$ cat config.mk
export PLATFORM = sky130hd
export DESIGN_NAME = pit_timer
export DESIGN_NICKNAME = d
export VERILOG_FILES = /design/src/common/pit_pkg.sv /design/src/core/pit_timer.sv
export SDC_FILE = /design/constraint.sdc
export NUM_CORES = 1
export LEC_CHECK = 0
export BUFFER_PORTS_ARGS = -buffer_cell sky130_fd_sc_hd__buf_2
export CAP_MARGIN = 20
export CORE_MARGIN = 8
export CORE_UTILIZATION = 40
export CTS_CLUSTER_SIZE = 28
export DETAILED_ROUTE_END_ITERATION = 6
export GPL_ROUTABILITY_DRIVEN = 0
export PLACE_DENSITY = 0.65
export SYNTH_ARGS = -nofsm -noshare
export SYNTH_HDL_FRONTEND = slang
export SYNTH_SLANG_ARGS = --single-unit
$ cat constraint.sdc
create_clock -name clk -period 2.92 [get_ports clk]
set_input_delay 0.584 -clock clk [delete_from_list [all_inputs] [get_ports clk]]
set_output_delay 0.584 -clock clk [all_outputs]
set_load 0.02 [all_outputs]
$ cat src/common/pit_pkg.sv
package pit_pkg;

  // Clock and tick timing.
  localparam int unsigned CLK_PERIOD_NS   = 8;
  localparam int unsigned BASE_PERIOD_NS  = 1_000_000;
  localparam int unsigned BASE_CYCLES     = (BASE_PERIOD_NS + CLK_PERIOD_NS - 1) / CLK_PERIOD_NS;
  localparam int unsigned PRE_W           = 17;
  localparam int unsigned DECADE          = 10;
  localparam logic [3:0]  DECADE_LAST     = 4'h9;

  // Programmed-I/O addressing of this timer.
  localparam logic [5:0]  OWN_DEV_CODE    = 6'h0C;
  localparam int unsigned MASK_BIT_NUM    = 13;
  localparam int unsigned MASK_BIT_POS    = 15 - MASK_BIT_NUM;

  // Avalon register map, byte addresses.
  localparam int unsigned ADDR_W          = 5;
  localparam logic [4:0]  OFS_CMD         = 5'h00;
  localparam logic [4:0]  OFS_STATUS      = 5'h04;
  localparam logic [4:0]  OFS_MASK_OUT    = 5'h08;
  localparam logic [4:0]  OFS_EVT_STATUS  = 5'h0C;
  localparam logic [4:0]  OFS_EVT_MASK    = 5'h10;

  // Reset values.
  localparam logic [1:0]  RATE_RST        = 2'h0;
  localparam logic [15:0] MASK_OUT_RST    = 16'h0000;
  localparam logic [1:0]  EVT_RST         = 2'h0;

  // Event bit positions.
  localparam int unsigned EVT_DONE_POS    = 0;
  localparam int unsigned EVT_LOST_POS    = 1;

  typedef enum logic [1:0] {
    PIT_FN_NONE  = 2'h0,
    PIT_FN_START = 2'h1,
    PIT_FN_CLEAR = 2'h2,
    PIT_FN_PULSE = 2'h3
  } pit_func_t;

  typedef enum logic [1:0] {
    PIT_RATE_OFF   = 2'h0,
    PIT_RATE_10HZ  = 2'h1,
    PIT_RATE_100HZ = 2'h2,
    PIT_RATE_1KHZ  = 2'h3
  } pit_rate_t;

  // Command word written at OFS_CMD, one programmed-I/O operation.
  typedef struct packed {
    logic [15:0] data;
    logic [6:0]  rsvd;
    logic        rate_load_output_op;
    pit_func_t   func;
    logic [5:0]  dev;
  } pit_cmd_t;

  // Status word read at OFS_STATUS.
  typedef struct packed {
    logic [26:0] rsvd;
    pit_rate_t   rate;
    logic        int_req;
    logic        done;
    logic        busy;
  } pit_status_t;

endpackage : pit_pkg

$ cat src/core/pit_timer.sv
`timescale 1ns/1ns
`default_nettype none
module pit_timer
  import pit_pkg::*;
#(
  parameter int unsigned BASE_TICK_CYCLES = BASE_CYCLES
) (
  input  wire logic              clk,
  input  wire logic              rst_b,
  input  wire logic              bus_io_reset,
  input  wire logic [ADDR_W-1:0] avs_address,
  input  wire logic              avs_read,
  input  wire logic              avs_write,
  input  wire logic [31:0]       avs_writedata,
  input  wire logic [3:0]        avs_byteenable,
  output logic      [31:0]       avs_readdata,
  output logic                   avs_waitrequest,
  output logic                   int_req,
  output logic                   irq
);

  logic              ack;
  logic              wr_go;
  pit_cmd_t          cmd;
  logic              cmd_hit;
  logic              do_start;
  logic              do_clear;
  logic              do_rate;
  pit_rate_t         rate;
  logic [15:0]       mask_out;
  logic              int_disable;
  logic [PRE_W-1:0]  pre_cnt;
  logic [3:0]        dec_10ms;
  logic [3:0]        dec_100ms;
  logic              tick_1ms;
  logic              tick_10ms;
  logic              tick_100ms;
  logic              tick;
  logic              busy;
  logic              done;
  logic [1:0]        evt_status;
  logic [1:0]        evt_mask;
  logic [1:0]        evt_set;
  logic [1:0]        evt_clr;
  pit_status_t       status;
  logic [31:0]       next_readdata;

  // Every access is answered on the second edge: the first edge latches read data and raises ack.
  assign avs_waitrequest = (avs_read | avs_write) & ~ack;
  assign wr_go           = avs_write & ack;

  always_ff @(posedge clk) begin
    if (!rst_b) begin
      ack <= 1'b0;
    end else begin
      ack <= (avs_read | avs_write) & ~ack;
    end
  end

  always_ff @(posedge clk) begin
    if (!rst_b) begin
      avs_readdata <= 32'h0000_0000;
    end else if (avs_read && !ack) begin
      avs_readdata <= next_readdata;
    end
  end

  always_comb begin
    status         = '0;
    status.busy    = busy;
    status.done    = done;
    status.int_req = int_req;
    status.rate    = rate;
    unique case (avs_address)
      OFS_STATUS:     next_readdata = status;
      OFS_MASK_OUT:   next_readdata = {16'h0000, mask_out};
      OFS_EVT_STATUS: next_readdata = {30'h0000_0000, evt_status};
      OFS_EVT_MASK:   next_readdata = {30'h0000_0000, evt_mask};
      default:        next_readdata = 32'h0000_0000;
    endcase
  end

  // Commands are only acted on when all four byte lanes are written, so a partial write cannot fire a half-formed operation.
  assign cmd      = pit_cmd_t'(avs_writedata);
  assign cmd_hit  = wr_go && (avs_address == OFS_CMD) && (&avs_byteenable) && (cmd.dev == OWN_DEV_CODE);
  assign do_start = cmd_hit && (cmd.func == PIT_FN_START);
  assign do_clear = cmd_hit && (cmd.func == PIT_FN_CLEAR);
  assign do_rate  = cmd_hit && cmd.rate_load_output_op;

  always_ff @(posedge clk) begin
    if (!rst_b) begin
      rate <= PIT_RATE_OFF;
    end else if (bus_io_reset) begin
      rate <= PIT_RATE_OFF;
    end else if (do_rate) begin
      rate <= pit_rate_t'({cmd.data[1], cmd.data[0]});
    end
  end

  // Mask-out word uses bus bit numbering, bit 0 most significant.
  always_ff @(posedge clk) begin
    if (!rst_b) begin
      mask_out <= MASK_OUT_RST;
    end else if (wr_go && avs_address == OFS_MASK_OUT) begin
      if (avs_byteenable[0]) mask_out[7:0]  <= avs_writedata[7:0];
      if (avs_byteenable[1]) mask_out[15:8] <= avs_writedata[15:8];
    end
  end
  assign int_disable = mask_out[MASK_BIT_POS];

  // Free-running divider; nothing but rst_b touches it, so Start never realigns the phase.
  always_ff @(posedge clk) begin
    if (!rst_b) begin
      pre_cnt   <= '0;
      dec_10ms  <= 4'h0;
      dec_100ms <= 4'h0;
    end else begin
      pre_cnt <= tick_1ms ? '0 : pre_cnt + PRE_W'(1);
      if (tick_1ms) begin
        dec_10ms <= (dec_10ms == DECADE_LAST) ? 4'h0 : dec_10ms + 4'h1;
      end
      if (tick_10ms) begin
        dec_100ms <= (dec_100ms == DECADE_LAST) ? 4'h0 : dec_100ms + 4'h1;
      end
    end
  end

  assign tick_1ms   = (pre_cnt == PRE_W'(BASE_TICK_CYCLES - 1));
  assign tick_10ms  = tick_1ms && (dec_10ms == DECADE_LAST);
  assign tick_100ms = tick_10ms && (dec_100ms == DECADE_LAST);

  always_comb begin
    unique case (rate)
      PIT_RATE_OFF:   tick = 1'b0;
      PIT_RATE_10HZ:  tick = tick_100ms;
      PIT_RATE_100HZ: tick = tick_10ms;
      PIT_RATE_1KHZ:  tick = tick_1ms;
    endcase
  end

  // A Start in the same cycle as a tick wins: the new period is armed and that tick is lost.
  always_ff @(posedge clk) begin
    if (!rst_b) begin
      busy <= 1'b0;
      done <= 1'b0;
    end else if (bus_io_reset || do_clear) begin
      busy <= 1'b0;
      done <= 1'b0;
    end else if (do_start) begin
      busy <= 1'b1;
      done <= 1'b0;
    end else if (tick && busy) begin
      busy <= 1'b0;
      done <= 1'b1;
    end
  end

  assign int_req = done & ~int_disable;

  // Sticky events: completed period and tick dropped while not armed.
  assign evt_set[EVT_DONE_POS] = tick && busy && !do_start && !do_clear && !bus_io_reset;
  assign evt_set[EVT_LOST_POS] = tick && !busy;
  assign evt_clr = (wr_go && avs_address == OFS_EVT_STATUS && avs_byteenable[0]) ? avs_writedata[1:0] : 2'h0;

  // One sticky bit per event; a set in the same cycle as a write-one-to-clear wins, so no event is lost.
  for (genvar e = 0; e < 2; e++) begin : g_evt
    always_ff @(posedge clk) begin
      if (!rst_b) begin
        evt_status[e] <= EVT_RST[e];
      end else if (evt_set[e]) begin
        evt_status[e] <= 1'b1;
      end else if (evt_clr[e]) begin
        evt_status[e] <= 1'b0;
      end
    end
  end

  always_ff @(posedge clk) begin
    if (!rst_b) begin
      evt_mask <= EVT_RST;
    end else if (wr_go && avs_address == OFS_EVT_MASK && avs_byteenable[0]) begin
      evt_mask <= avs_writedata[1:0];
    end
  end

  assign irq = |(evt_status & evt_mask);

endmodule : pit_timer
`default_nettype wire

[After elaboration in Yosys (flattened, before gate mapping)]
Index checks and enable logic that the tools add are counted.
Storage, ports and cells
  latch bits: 0
  logic and storage cells: 86
  memories kept: 0
  memory bits (read-only): 0
  memory bits (writable): 0
  output and inout port bits: 35
  bits of input ports: 46
  register bits: 82
Cells by class
  multipliers: 0
  bitwise operators: 8
  reduce and logical (&&, ||, !) cells: 38
  shift operators: 0
  eq/ne operators: 13
  $lt $le $gt $ge: 0
  add/sub/neg operators: 3
  muxes and demuxes: 11
  divide/modulo/power cells: 0
Operators with widths (number)
  16-bit case mux with 4 select lines: 1
  1-bit logical AND: 19
  17-bit by 1-bit adder with 17-bit output (second input constant): 1
  17-bit == test (second input constant): 1
  5-bit by 4-bit == test with 1-bit output (second input constant): 2
  4-bit by 1-bit adder with 4-bit output (second input constant): 2
  4-bit == test (second input constant): 2
  4-bit 2-to-1 mux: 2
  2-bit OR reduction: 4
  2-bit == test (second input constant): 3
  6-bit by 4-bit == test with 1-bit output (second input constant): 1
  1-bit 2-to-1 mux: 6
  2-bit nonzero test: 3
  5-bit by 3-bit == test with 1-bit output (second input constant): 1
  5-bit == test (second input constant): 1
  1-bit zero test: 5
  5-bit zero test: 1
  2-bit by 1-bit == test with 1-bit output (second input constant): 2
  1-bit case mux with 4 select lines: 1
  2-bit AND reduction: 2
  4-bit AND reduction: 1
  1-bit AND: 3
  1-bit inverter: 3
  3-bit OR reduction: 1
  other kinds (5): 5

[Logic depth before layout (Yosys ltp)]
Gate-level depths: netlist of the first run.
  depth in word-level cells: 10
  mapped depth: 7
  gate-level depth less buffers: 6

[Worst setup path before layout of the first run]
OpenSTA, ideal clock, no wires.
  kind: input port to flip-flop
  from: input port avs_address[1]
  to: register evt_status[0]
  setup time: 0.116 ns
  arrival: 1.962 ns
  setup slack: 0.841 ns
  stages: 4
  data required time: 2.804 ns
  cells stage by stage: or3_1 > or4_1 > o21a_1 > a31o_2
On the way
  longest elaborated chain between the ends: 10
  elaborated cells between the ends (all ways): 17
  classes of those cells: 1 x eq/ne; 2 x mux; 14 x reduce/logical
RTL lines
  start, declared: line pit_timer.sv:11  | input wire logic [ADDR_W-1:0] avs_address,
  5-bit zero test: line pit_timer.sv:85  | assign cmd_hit = wr_go && (avs_address == OFS_CMD) && (&avs_byteenable) && (cmd.dev == OWN_DEV_CODE);
  1-bit logical AND (3 in a row): line pit_timer.sv:85
  1-bit logical AND: line pit_timer.sv:86  | assign do_start = cmd_hit && (cmd.func == PIT_FN_START);
  1-bit zero test: line pit_timer.sv:161  | assign evt_set[EVT_DONE_POS] = tick && busy && !do_start && !do_clear && !bus_io_reset;
  1-bit logical AND (3 in a row): line pit_timer.sv:161
  1-bit 2-to-1 mux / 2-bit nonzero test (equally long branches)
  end signal, assigned by index: line pit_timer.sv:169  | evt_status[e] <= EVT_RST[e];
  end, declared: line pit_timer.sv:41  | logic [1:0] evt_status;
Parallel ways exist; a longest one is shown, timed or not.
A chain may end at the register's enable or synchronous reset.

[Final worst setup path of the first run]
  from: register pre_cnt[8]
  to: register dec_100ms[3]
On the way
  longest elaborated chain between the ends: 2
RTL lines
  start, declared: line pit_timer.sv:32  | logic [PRE_W-1:0] pre_cnt;
  start signal, assigned: line pit_timer.sv:118  | pre_cnt <= tick_1ms ? '0 : pre_cnt + PRE_W'(1);
  17-bit == test: line pit_timer.sv:128  | assign tick_1ms = (pre_cnt == PRE_W'(BASE_TICK_CYCLES - 1));
  1-bit logical AND: line pit_timer.sv:129  | assign tick_10ms = tick_1ms && (dec_10ms == DECADE_LAST);
  end signal, assigned: line pit_timer.sv:123  | dec_100ms <= (dec_100ms == DECADE_LAST) ? 4'h0 : dec_100ms + 4'h1;
  end, declared: line pit_timer.sv:34  | logic [3:0] dec_100ms;
No other way between the ends.

==> results.json, run 1 <==
{
  "worstSetupStartpointType": "flop",
  "die_w_microns": 104,
  "r2r_cells": 5,
  "synth_cells": 341,
  "grt-ovfl-total": 0,
  "hp-start": "pre_cnt[0]$_SDFF_PP0_",
  "ys.flop_type": "dfxtp_1",
  "antenna_found_initial": 0,
  "clkTransAtPathRegs_ns": 0.08,
  "ant_nets": 0,
  "synth_area_leaders": "dfxtp_1, mux2i_1, nor2b_1",
  "drt-initial-drc-count": 78,
  "grt_pass1_vias": 2525,
  "drive_above_1_share": 0.196,
  "hp-class": "reg -> reg",
  "slew_viol_final": 0,
  "clk_path_buf_depth": 2,
  "setup_viol": 0,
  "rr_startpoint": "pre_cnt[8]$_SDFF_PP0_",
  "die_area_sq_um": 10900,
  "port_buffers": 50,
  "cap_violations": 0,
  "tightest_slew_ns": 0.703,
  "cp-end-kind": "flop",
  "clkLatencyLatePin_ns": 0.34,
  "p_leak_nw": 1.39,
  "cp_data_required_time_ns": 3.20,
  "rsz0062_at_grt": "no",
  "root_buffer": "clkbuf_8",
  "dr.pass1.iters": 4,
  "synth_top_area_share": 0.424,
  "cts_setup_buffers": 0,
  "min_period_ns": 2.16,
  "drt-vias-per-instance": 5.00,
  "cts_resized": 0,
  "netlist_area_sq_um": 3110,
  "drc": 0,
  "cts.htree.levels": 3,
  "synth-edff-count": 0,
  "slew_headroom": 0.525,
  "synth_cell_type_count": 46,
  "initial_core_util": 0.407,
  "grt_use_total": 0.130,
  "startpoint": "pre_cnt[8]$_SDFF_PP0_",
  "yosys_warnings": 0,
  "yosysSeqAreaShare": 0.424,
  "r2r_end": "dec_100ms[3]$_SDFFE_PN0P_",
  "outcome": "completed",
  "p_per_area_nw_per_um2": 523,
  "async_flop_share": 0,
  "diodes": 0,
  "worstPathMaxFanout": 7,
  "dpl.hpwl_microns": 5120,
  "rows": 32,
  "timing.final.crit_share": 0.739,
  "reg2reg_slack_ns": 0.76,
  "tns_ns": 0,
  "wl_per_cell_microns": 13.8,
  "drt_wl_total_microns": 6870,
  "yosysTopAreaCell": "dfxtp_1",
  "holdBufCountCts": 0,
  "pre_cts_ws_ns": 0.605,
  "grt_max_degree": 33,
  "io_pins": 81,
  "arrival_ns": 2.43,
  "crit_type": "reg -> reg",
  "core_sq_um": 7650,
  "clock-sinks": 66,
  "irDropWorstVdd_v": 0.000241,
  "worst_slack_ns": 0.762,
  "cts_tree": "yes",
  "die_h_microns": 104,
  "grt_first_pass_wirelength_microns": 11700,
  "fin_util": 0.476,
  "clock_skew_ns": 0.0111,
  "cts_made_buffers": 9,
  "vias": 2496,
  "hold_depth": 1,
  "finish.net_count": 439,
  "syn_avg_cell_area_sq_um": 9.13,
  "area_growth_pct": 16.8,
  "synth_seq_cells": 66,
  "hold_end": "pre_cnt[0]$_SDFF_PP0_",
  "fmax_mhz": 463,
  "hold_viol_final": 0
}
-- metrics by stage --
step | hold slack, ns | power [mW] | cells | area [sq um]
after floorplan | 0.413 | 1.01 | 356 | 3170
after global placement | 0.422 | 1.04 | 483 | 3410
after detailed placement | 0.437 | 1.04 | 483 | 3410
after CTS | 0.451 | 1.93 | 499 | 3640
after global routing | 0.481 | 1.98 | 499 | 3640
final | 0.450 | 1.90 | 499 | 3640
-- placed cells by master, fill, tap and decap left out, drive strengths merged, types with 4 or more instances in the layout --
cell type,instances
nor2b,32
mux2i,22
nand4,4
nand2,24
a21boi,15
and2,6
and3,5
nor2,27
nand4b,4
xnor2,11
xor2,8
dfxtp,66
conb,16
clkbuf,10
nand3,32
a22o,4
buf,54
a22oi,5
nor3,6
inv,6
-- layer usage --
metal  track usage  routed length, microns  part of all wire  up-vias
met5             0                       0                 0        -
met4        0.0465                     113             0.016        0
met3        0.0582                     530             0.077       13
met2         0.219                    3250              0.47       63
met1         0.140                    2980              0.43     1161
li1              -                       -                 -     1259
-- critical path, stage by stage (launching register included) --
cell	delay (ns)
dfxtp_1	0.34
or4b_4	0.55
nor3_4	0.35
nand4_1	0.27
nor4_1	0.39
a311o_1	0.18
-- state kept, by name, indices dropped and copies added (netlist names), 2 cells and up --
signal	flops
evt_mask	2
dec_10ms	4
rate	2
evt_status	2
dec_100ms	4
pre_cnt	17
mask_out	16
avs_readdata	16
-- cell type report --
class	instances	area, sq um
Fill cell	776	4010
Multi-Input combinational cell	258	1670
Sequential cell	66	1320
Timing Repair Buffer	54	280
Clock buffer	10	138
Tap cell	102	128
Clock inverter	6	95.1
Inverter	3	11.3
-- logic make-up (layout without fill, tap and decap cells) --
| logic type | after synthesis | count (layout) | share of synthesized area |
|---|---|---|---|
| and+or+nand+nor | 157 | 157 | 0.282 |
| buffers and inverters | 32 | 73 | 0.0591 |
| xor gates and xnor gates | 19 | 19 | 0.0534 |
| other | 1 | 16 | 0.00120 |
| adders and majority gates | 1 | 1 | 0.00402 |
| muxes | 24 | 24 | 0.0779 |
| DFF | 66 | 66 | 0.424 |
| AOI/OAI and AO/OA | 41 | 41 | 0.0980 |
-- how the worst max path moves through the flow --
stage          slack (ns)                    endpoint  depth (start not counted)
2_1_floorplan        0.84  evt_status[0]$_SDFFE_PN0P_                          4
5_1_grt              0.67   dec_100ms[3]$_SDFFE_PN0P_                          5
3_3_place_gp         0.62  evt_status[0]$_SDFFE_PN0P_                          5
6_report             0.76   dec_100ms[3]$_SDFFE_PN0P_                          5
4_1_cts              0.80   dec_100ms[3]$_SDFFE_PN0P_                          5
3_5_place_dp         0.61  evt_status[0]$_SDFFE_PN0P_                          5
-- report_power, final --
| part | internal (mW) | total (mW) | switching, mW |
|---|---|---|---|
| clock | 0.514 | 0.885 | 0.370 |
| sequential | 0.904 | 0.908 | 0.00427 |
| combinational | 0.0380 | 0.110 | 0.0721 |
| total | 1.46 | 1.90 | 0.447 |
-- synthesized netlist by cell type, types with 6 or more instances --
cell type / n
nor2b_1: 32
dfxtp_1: 66
and2_1: 6
nor2_1: 27
clkbuf_1: 10
nand3_1: 31
buf_4: 16
nand2_1: 24
xor2_1: 8
mux2i_1: 22
xnor2_1: 11
a21boi_0: 14
Power figures use the tool's default switching activity.
==> run 2: changes to the inputs <==
--- a/config.mk
+++ b/config.mk
@@ -5,6 +5,7 @@
 export SDC_FILE = /design/constraint.sdc
 export NUM_CORES = 1
 export LEC_CHECK = 0
+export ABC_AREA = 1
 export BUFFER_PORTS_ARGS = -buffer_cell sky130_fd_sc_hd__buf_2
 export CAP_MARGIN = 20
 export CORE_MARGIN = 8
@@ -12,7 +13,7 @@
 export CTS_CLUSTER_SIZE = 28
 export DETAILED_ROUTE_END_ITERATION = 6
 export GPL_ROUTABILITY_DRIVEN = 0
-export PLACE_DENSITY = 0.65
+export PLACE_DENSITY = 0.67
 export SYNTH_ARGS = -nofsm -noshare
 export SYNTH_HDL_FRONTEND = slang
 export SYNTH_SLANG_ARGS = --single-unit
==> constraint.sdc (replaced) <==
create_clock -name clk -period 1.9 [get_ports clk]
set_input_delay 0.38 -clock clk [delete_from_list [all_inputs] [get_ports clk]]
set_output_delay 0.38 -clock clk [all_outputs]
set_load 0.02 [all_outputs]
==> run 2 against run 1 <==
- worst hold slack got worse by 0.20 ns
- clock skew shrank 0.0029 ns
- die area grew 3.3%
- routed wire length increased by 6.3%
- fmax increased by 32%
- synthesized cell count grew 40%
- area after synthesis rose by 3.9%
- design area is 3.4% higher
- clock power increased by 34%
- worst setup slack worse by 0.50 ns
- combinational power rose by 92%
- critical endpoint is now pre_cnt[12]$_SDFF_PP0_
- highest routed layer unchanged
==> results.json, run 2 <==
{
  "outcome": "completed",
  "clk_path_buf_depth": 2,
  "grt_max_degree": 30,
  "clock_skew_ns": 0.00820,
  "cp-end-kind": "flop",
  "p_leak_nw": 1.63,
  "tns_ns": 0,
  "p_per_area_nw_per_um2": 751,
  "area_growth_pct": 16.3,
  "slew_viol_final": 0,
  "crit_type": "reg -> reg",
  "ant_nets": 0,
  "grt_use_total": 0.131,
  "timing.final.crit_share": 0.863,
  "synth_cells": 478,
  "final_common_cell": "nand2_1",
  "synth_cell_type_count": 31,
  "drc": 0,
  "cap_violations": 0,
  "vias": 2986,
  "synth.most_common_cell": "nand2_1",
  "cts_tree": "yes",
  "rsz0062_at_grt": "no",
  "synth_top_area_share": 0.408,
  "drt_wl_total_microns": 7310,
  "syn_avg_cell_area_sq_um": 6.77,
  "yosysSeqAreaShare": 0.408,
  "grt-ovfl-total": 0,
  "cp_top_family": "simple AND/OR/NAND/NOR gates",
  "reg_top3": "pre_cnt x17, avs_readdata x16, mask_out x16",
  "ys.flop_type": "dfxtp_1",
  "arrival_ns": 1.88,
  "initial_core_util": 0.404,
  "cp_cell_sequence": "ha_1 -> nand2_1 -> inv_1 -> nand2_2 -> nor3_4 -> nand2_1 -> nor2_1 -> nand2_1 -> nand3_1 -> inv_1",
  "drive_above_1_share": 0.170,
  "fmax_mhz": 610,
  "hp-start": "avs_writedata[15]",
  "yosysTopAreaCell": "dfxtp_1",
  "min_period_ns": 1.64,
  "grt_pass1_vias": 2824,
  "drt-initial-drc-count": 193,
  "mostFrequentLayoutCells": "nand2_1, nor2_1, dfxtp_1",
  "diodes": 0,
  "path_common_cell": "nand2_1",
  "cts.htree.levels": 3,
  "regMostFlops": "pre_cnt",
  "cts_setup_buffers": 0,
  "cts_resized": 0,
  "synth-edff-count": 0,
  "dr.pass1.iters": 4,
  "rr_startpoint": "pre_cnt[0]$_SDFF_PP0_",
  "dpl.hpwl_microns": 5630,
  "grt_first_pass_wirelength_microns": 12300,
  "finish.net_count": 583,
  "wl_per_cell_microns": 11.3,
  "clock-sinks": 66,
  "pre_cts_ws_ns": 0.268,
  "largest_reg_flops": 17,
  "holdBufCountCts": 0,
  "die_w_microns": 106,
  "worstPathMaxFanout": 4,
  "stdcell_count": 646,
  "reg2reg_slack_ns": 0.26,
  "port_buffers": 50,
  "worst_slack_ns": 0.261,
  "synthTopCellsByCount": "nand2_1, nor2_1, dfxtp_1",
  "die_area_sq_um": 11200,
  "clkLatencyLatePin_ns": 0.34,
  "slowest_delay_ns": 0.40,
  "crit_buf_inv": 2,
  "netlist_area_sq_um": 3240,
  "cp_slowest_cell": "dfxtp_1",
  "irDropWorstVdd_v": 0.000334,
  "setup_viol": 0,
  "die_h_microns": 106,
  "core_sq_um": 8010,
  "worstSetupStartpointType": "flop",
  "yosys_warnings": 0,
  "io_pins": 81,
  "hp-class": "in -> reg",
  "antenna_found_initial": 0,
  "clkTransAtPathRegs_ns": 0.08,
  "synth_seq_cells": 66,
  "drt-vias-per-instance": 4.62,
  "async_flop_share": 0,
  "synth_area_leaders": "dfxtp_1, nand2_1, nor2_1",
  "startpoint": "pre_cnt[0]$_SDFF_PP0_",
  "hold_viol_final": 0,
  "root_buffer": "clkbuf_8",
  "rows": 33,
  "cts_made_buffers": 9,
  "dp.cells": 630,
  "cp_data_required_time_ns": 2.14
}
run 2: cell count changes after synthesis, moves of 14 or more:
cell,delta
nand2_1,+72
inv_1,+51
nor2_1,+59
a21oi_1,+33
o21ai_0,+38
a21boi_0,-14
nor2b_1,-32
mux2i_1,-22
run 2: cell type report:
| cell class | instances | area, sq um |
|---|---|---|
| fill | 804 | 4250 |
| clock inverter | 7 | 77.6 |
| timing repair buffer | 56 | 295 |
| sequential | 66 | 1320 |
| clock buffer | 9 | 124 |
| tap | 105 | 131 |
| inverter | 57 | 214 |
| multi-input combinational | 346 | 1600 |
run 2: worst min-delay path: cells and delay by family:
kind | cells | cell delay (ns)
simple gates | 2 | 0.11
buf+inv | 1 | 0.07
run 2: per-stage QoR:
stage          area [sq um]  total power, mW  hold WS (ns)   util
5_1_grt                3760             2.94         0.269  0.470
6_report               3760             2.83         0.254  0.470
3_3_place_gp           3560             1.66         0.441  0.445
3_5_place_dp           3560             1.66         0.448  0.445
2_1_floorplan          3290             1.61         0.430      -
4_1_cts                3760             2.85         0.248  0.470
run 2: final timing paths:
path | endpoint | cells past startpoint
setup / recovery | pre_cnt[12]$_SDFF_PP0_ | 10
hold / removal | mask_out[15]$_SDFFE_PN0P_ | 3
setup reg to reg | pre_cnt[12]$_SDFF_PP0_ | 10
hold reg to reg | avs_readdata[15]$_SDFFE_PN0P_ | 2
run 2: per-layer routing:
metal,global-route usage,vias up,routed length [microns]
met4,0.0523,0,92
met1,0.164,1319,3520
li1,-,1606,-
met2,0.208,53,3280
met3,0.0381,8,418
met5,0,-,0
run 2: logic make-up (layout without fill, tap and decap cells):
| kind of cell | count (synthesis) | after routing | share of synthesized area |
|---|---|---|---|
| AOI/OAI and AO/OA | 85 | 85 | 0.136 |
| xor gates and xnor gates | 5 | 5 | 0.0135 |
| adders and majority gates | 1 | 1 | 0.00387 |
| buffers and inverters | 81 | 129 | 0.114 |
| DFF | 66 | 66 | 0.408 |
| other | 1 | 16 | 0.00116 |
| and+or+nand+nor | 239 | 239 | 0.323 |
run 2: power by group:
group	internal [mW]	total (mW)	switching, mW
clock network	0.614	1.19	0.579
registers	1.41	1.42	0.0157
logic	0.0658	0.211	0.145
total	2.09	2.83	0.739
==> run 3: changes to the inputs <==
--- a/config.mk
+++ b/config.mk
@@ -8,7 +8,7 @@
 export ABC_AREA = 1
 export BUFFER_PORTS_ARGS = -buffer_cell sky130_fd_sc_hd__buf_2
 export CAP_MARGIN = 20
-export CORE_MARGIN = 8
+export CORE_MARGIN = 2
 export CORE_UTILIZATION = 40
 export CTS_CLUSTER_SIZE = 28
 export DETAILED_ROUTE_END_ITERATION = 6
==> run 3 against run 2 <==
- register-to-register slack worse by 0.02 ns
- sequential share of layout area down 0.56 points
- flip-flop and latch count unchanged
- non-clock buffer count unchanged
- combinational power about the same
- worst setup slack worse by 0.023 ns
- fmax down 1.4%
- largest power group is now clock
==> results.json, run 3 (same netlist as run 2, synthesis figures left out) <==
{
  "outcome": "completed",
  "grt.busiest_layer": "met2",
  "setup_viol": 0,
  "dr.pass1.iters": 5,
  "startpoint": "pre_cnt[0]$_SDFF_PP0_",
  "drt_wl_total_microns": 7160,
  "die_h_microns": 93.9,
  "antenna_found_initial": 0,
  "cts.htree.levels": 3,
  "multi_input_area_sq_um": 1600,
  "irDropWorstVdd_v": 0.000508,
  "grt_max_degree": 31,
  "clk_path_buf_depth": 2,
  "drive_above_1_share": 0.168,
  "cap_violations": 0,
  "drc": 0,
  "grt_use_total": 0.171,
  "regMostFlops": "pre_cnt",
  "clkLatencyLatePin_ns": 0.33,
  "core_sq_um": 7770,
  "vias": 3004,
  "globalRouteMet3Util": 0.0514,
  "path_common_cell": "nand2_1",
  "dp.cells": 627,
  "grt_first_pass_wirelength_microns": 12100,
  "holdBufCountCts": 0,
  "io_pins": 81,
  "final_common_cell": "nand2_1",
  "crit_end": "pre_cnt[12]$_SDFF_PP0_",
  "crit_buf_inv": 2,
  "hold_viol_final": 0,
  "totalPowerFinal_mw": 3.19,
  "hp-class": "in -> reg",
  "timing.final.crit_share": 0.875,
  "die_w_microns": 93.9,
  "reg2reg_slack_ns": 0.24,
  "fin_util": 0.492,
  "crit_type": "reg -> reg",
  "cp-end-kind": "flop",
  "grt-ovfl-total": 0,
  "grt_use_met2": 0.271,
  "area_growth_pct": 18.2,
  "drt-initial-drc-count": 109,
  "r2r_cells": 10,
  "rr_startpoint": "pre_cnt[0]$_SDFF_PP0_",
  "clkTransAtPathRegs_ns": 0.08,
  "regArea_sq_um": 1320,
  "diodes": 0,
  "min_period_ns": 1.66,
  "p_per_area_nw_per_um2": 833,
  "arrival_ns": 1.89,
  "stdcell_count": 643,
  "cp_top_family": "simple AND/OR/NAND/NOR gates",
  "slowest_delay_ns": 0.40,
  "port_buffers": 50,
  "p_leak_nw": 1.66,
  "mostFrequentLayoutCells": "nand2_1, nor2_1, dfxtp_1",
  "cts_resized": 0,
  "wl_per_cell_microns": 11.1,
  "cts_tree": "yes",
  "clock_skew_ns": 0.0117,
  "drt-vias-per-instance": 4.67,
  "finish.net_count": 583,
  "cp_data_required_time_ns": 2.13,
  "ant_nets": 0,
  "fmax_mhz": 602,
  "num-fill-cells": 788,
  "crit_cells": 10,
  "root_buffer": "clkbuf_8",
  "cts_setup_buffers": 0,
  "worstSetupStartpointType": "flop",
  "cts_made_buffers": 9,
  "met1_usage": 0.219,
  "largest_reg_flops": 17,
  "grt_pass1_vias": 2714,
  "r2r_end": "pre_cnt[12]$_SDFF_PP0_",
  "die_area_sq_um": 8820,
  "tns_ns": 0,
  "cp_slowest_cell": "dfxtp_1",
  "rsz0062_at_grt": "no",
  "slew_viol_final": 0,
  "initial_core_util": 0.417,
  "clock-sinks": 66,
  "rows": 32,
  "worstPathMaxFanout": 4,
  "cp_cell_sequence": "ha_1 -> nand2_1 -> inv_1 -> nand2_2 -> nor3_4 -> nand2_1 -> nor2_1 -> nand2_1 -> nand3_1 -> inv_1",
  "dpl.hpwl_microns": 5480,
  "reg_top3": "pre_cnt x17, avs_readdata x16, mask_out x16"
}
## run 3: cell count changes in the layout (fill, tap and decap cells not counted), sizes merged
cell      change
clkinv        -3
clkinvlp      -1
inv           -1
bufinv        +3
clkbuf        +2
## run 3: report_power, final
part,switching (mW),internal (mW),total [mW]
combinational,0.145,0.0659,0.211
sequential,0.0153,1.41,1.42
clock,0.515,1.04,1.55
## run 3: layout make-up
cell class | instances | share of cell area
multi-input combinational | 346 | 0.418
sequential | 66 | 0.345
timing repair buffer | 56 | 0.0772
inverter | 57 | 0.0559
clock buffer | 11 | 0.0370
tap | 102 | 0.0334
clock inverter | 5 | 0.0327
## run 3: worst min-delay path by stage
stage	from	to	slack, ns	depth (start not counted)
3_3_place_gp	mask_out[14]$_SDFFE_PN0P_	avs_readdata[14]$_SDFFE_PN0P_	0.44	2
5_1_grt	avs_writedata[15]	mask_out[15]$_SDFFE_PN0P_	0.27	3
6_report	avs_writedata[15]	mask_out[15]$_SDFFE_PN0P_	0.27	3
3_5_place_dp	mask_out[3]$_SDFFE_PN0P_	mask_out[3]$_SDFFE_PN0P_	0.45	2
4_1_cts	avs_writedata[15]	mask_out[15]$_SDFFE_PN0P_	0.26	3
2_1_floorplan	mask_out[3]$_SDFFE_PN0P_	mask_out[3]$_SDFFE_PN0P_	0.43	2
## run 3: per-stage QoR
step | cell area [sq um] | hold WS (ns) | setup slack [ns]
floorplan | 3290 | 0.430 | 0.471
global placement | 3560 | 0.442 | 0.285
detailed placement | 3560 | 0.445 | 0.258
CTS | 3820 | 0.260 | 0.218
global route | 3820 | 0.273 | 0.0793
finish | 3820 | 0.272 | 0.238
## run 3: routing by layer
| metal | share of wire | vias up | wire, microns |
|---|---|---|---|
| li1 | - | 1607 | - |
| met1 | 0.48 | 1324 | 3460 |
| met2 | 0.45 | 67 | 3220 |
| met3 | 0.057 | 6 | 410 |
| met4 | 0.0091 | 0 | 65 |
| met5 | 0 | - | 0 |
## run 3: worst register-to-register path: stages (launching register included)
cell and delay [ns]:
dfxtp_1 0.40, ha_1 0.25, nand2_1 0.10, inv_1 0.10, nand2_2 0.09, nor3_4 0.19, nand2_1 0.14, nor2_1 0.11
nand2_1 0.06, nand3_1 0.08, inv_1 0.04
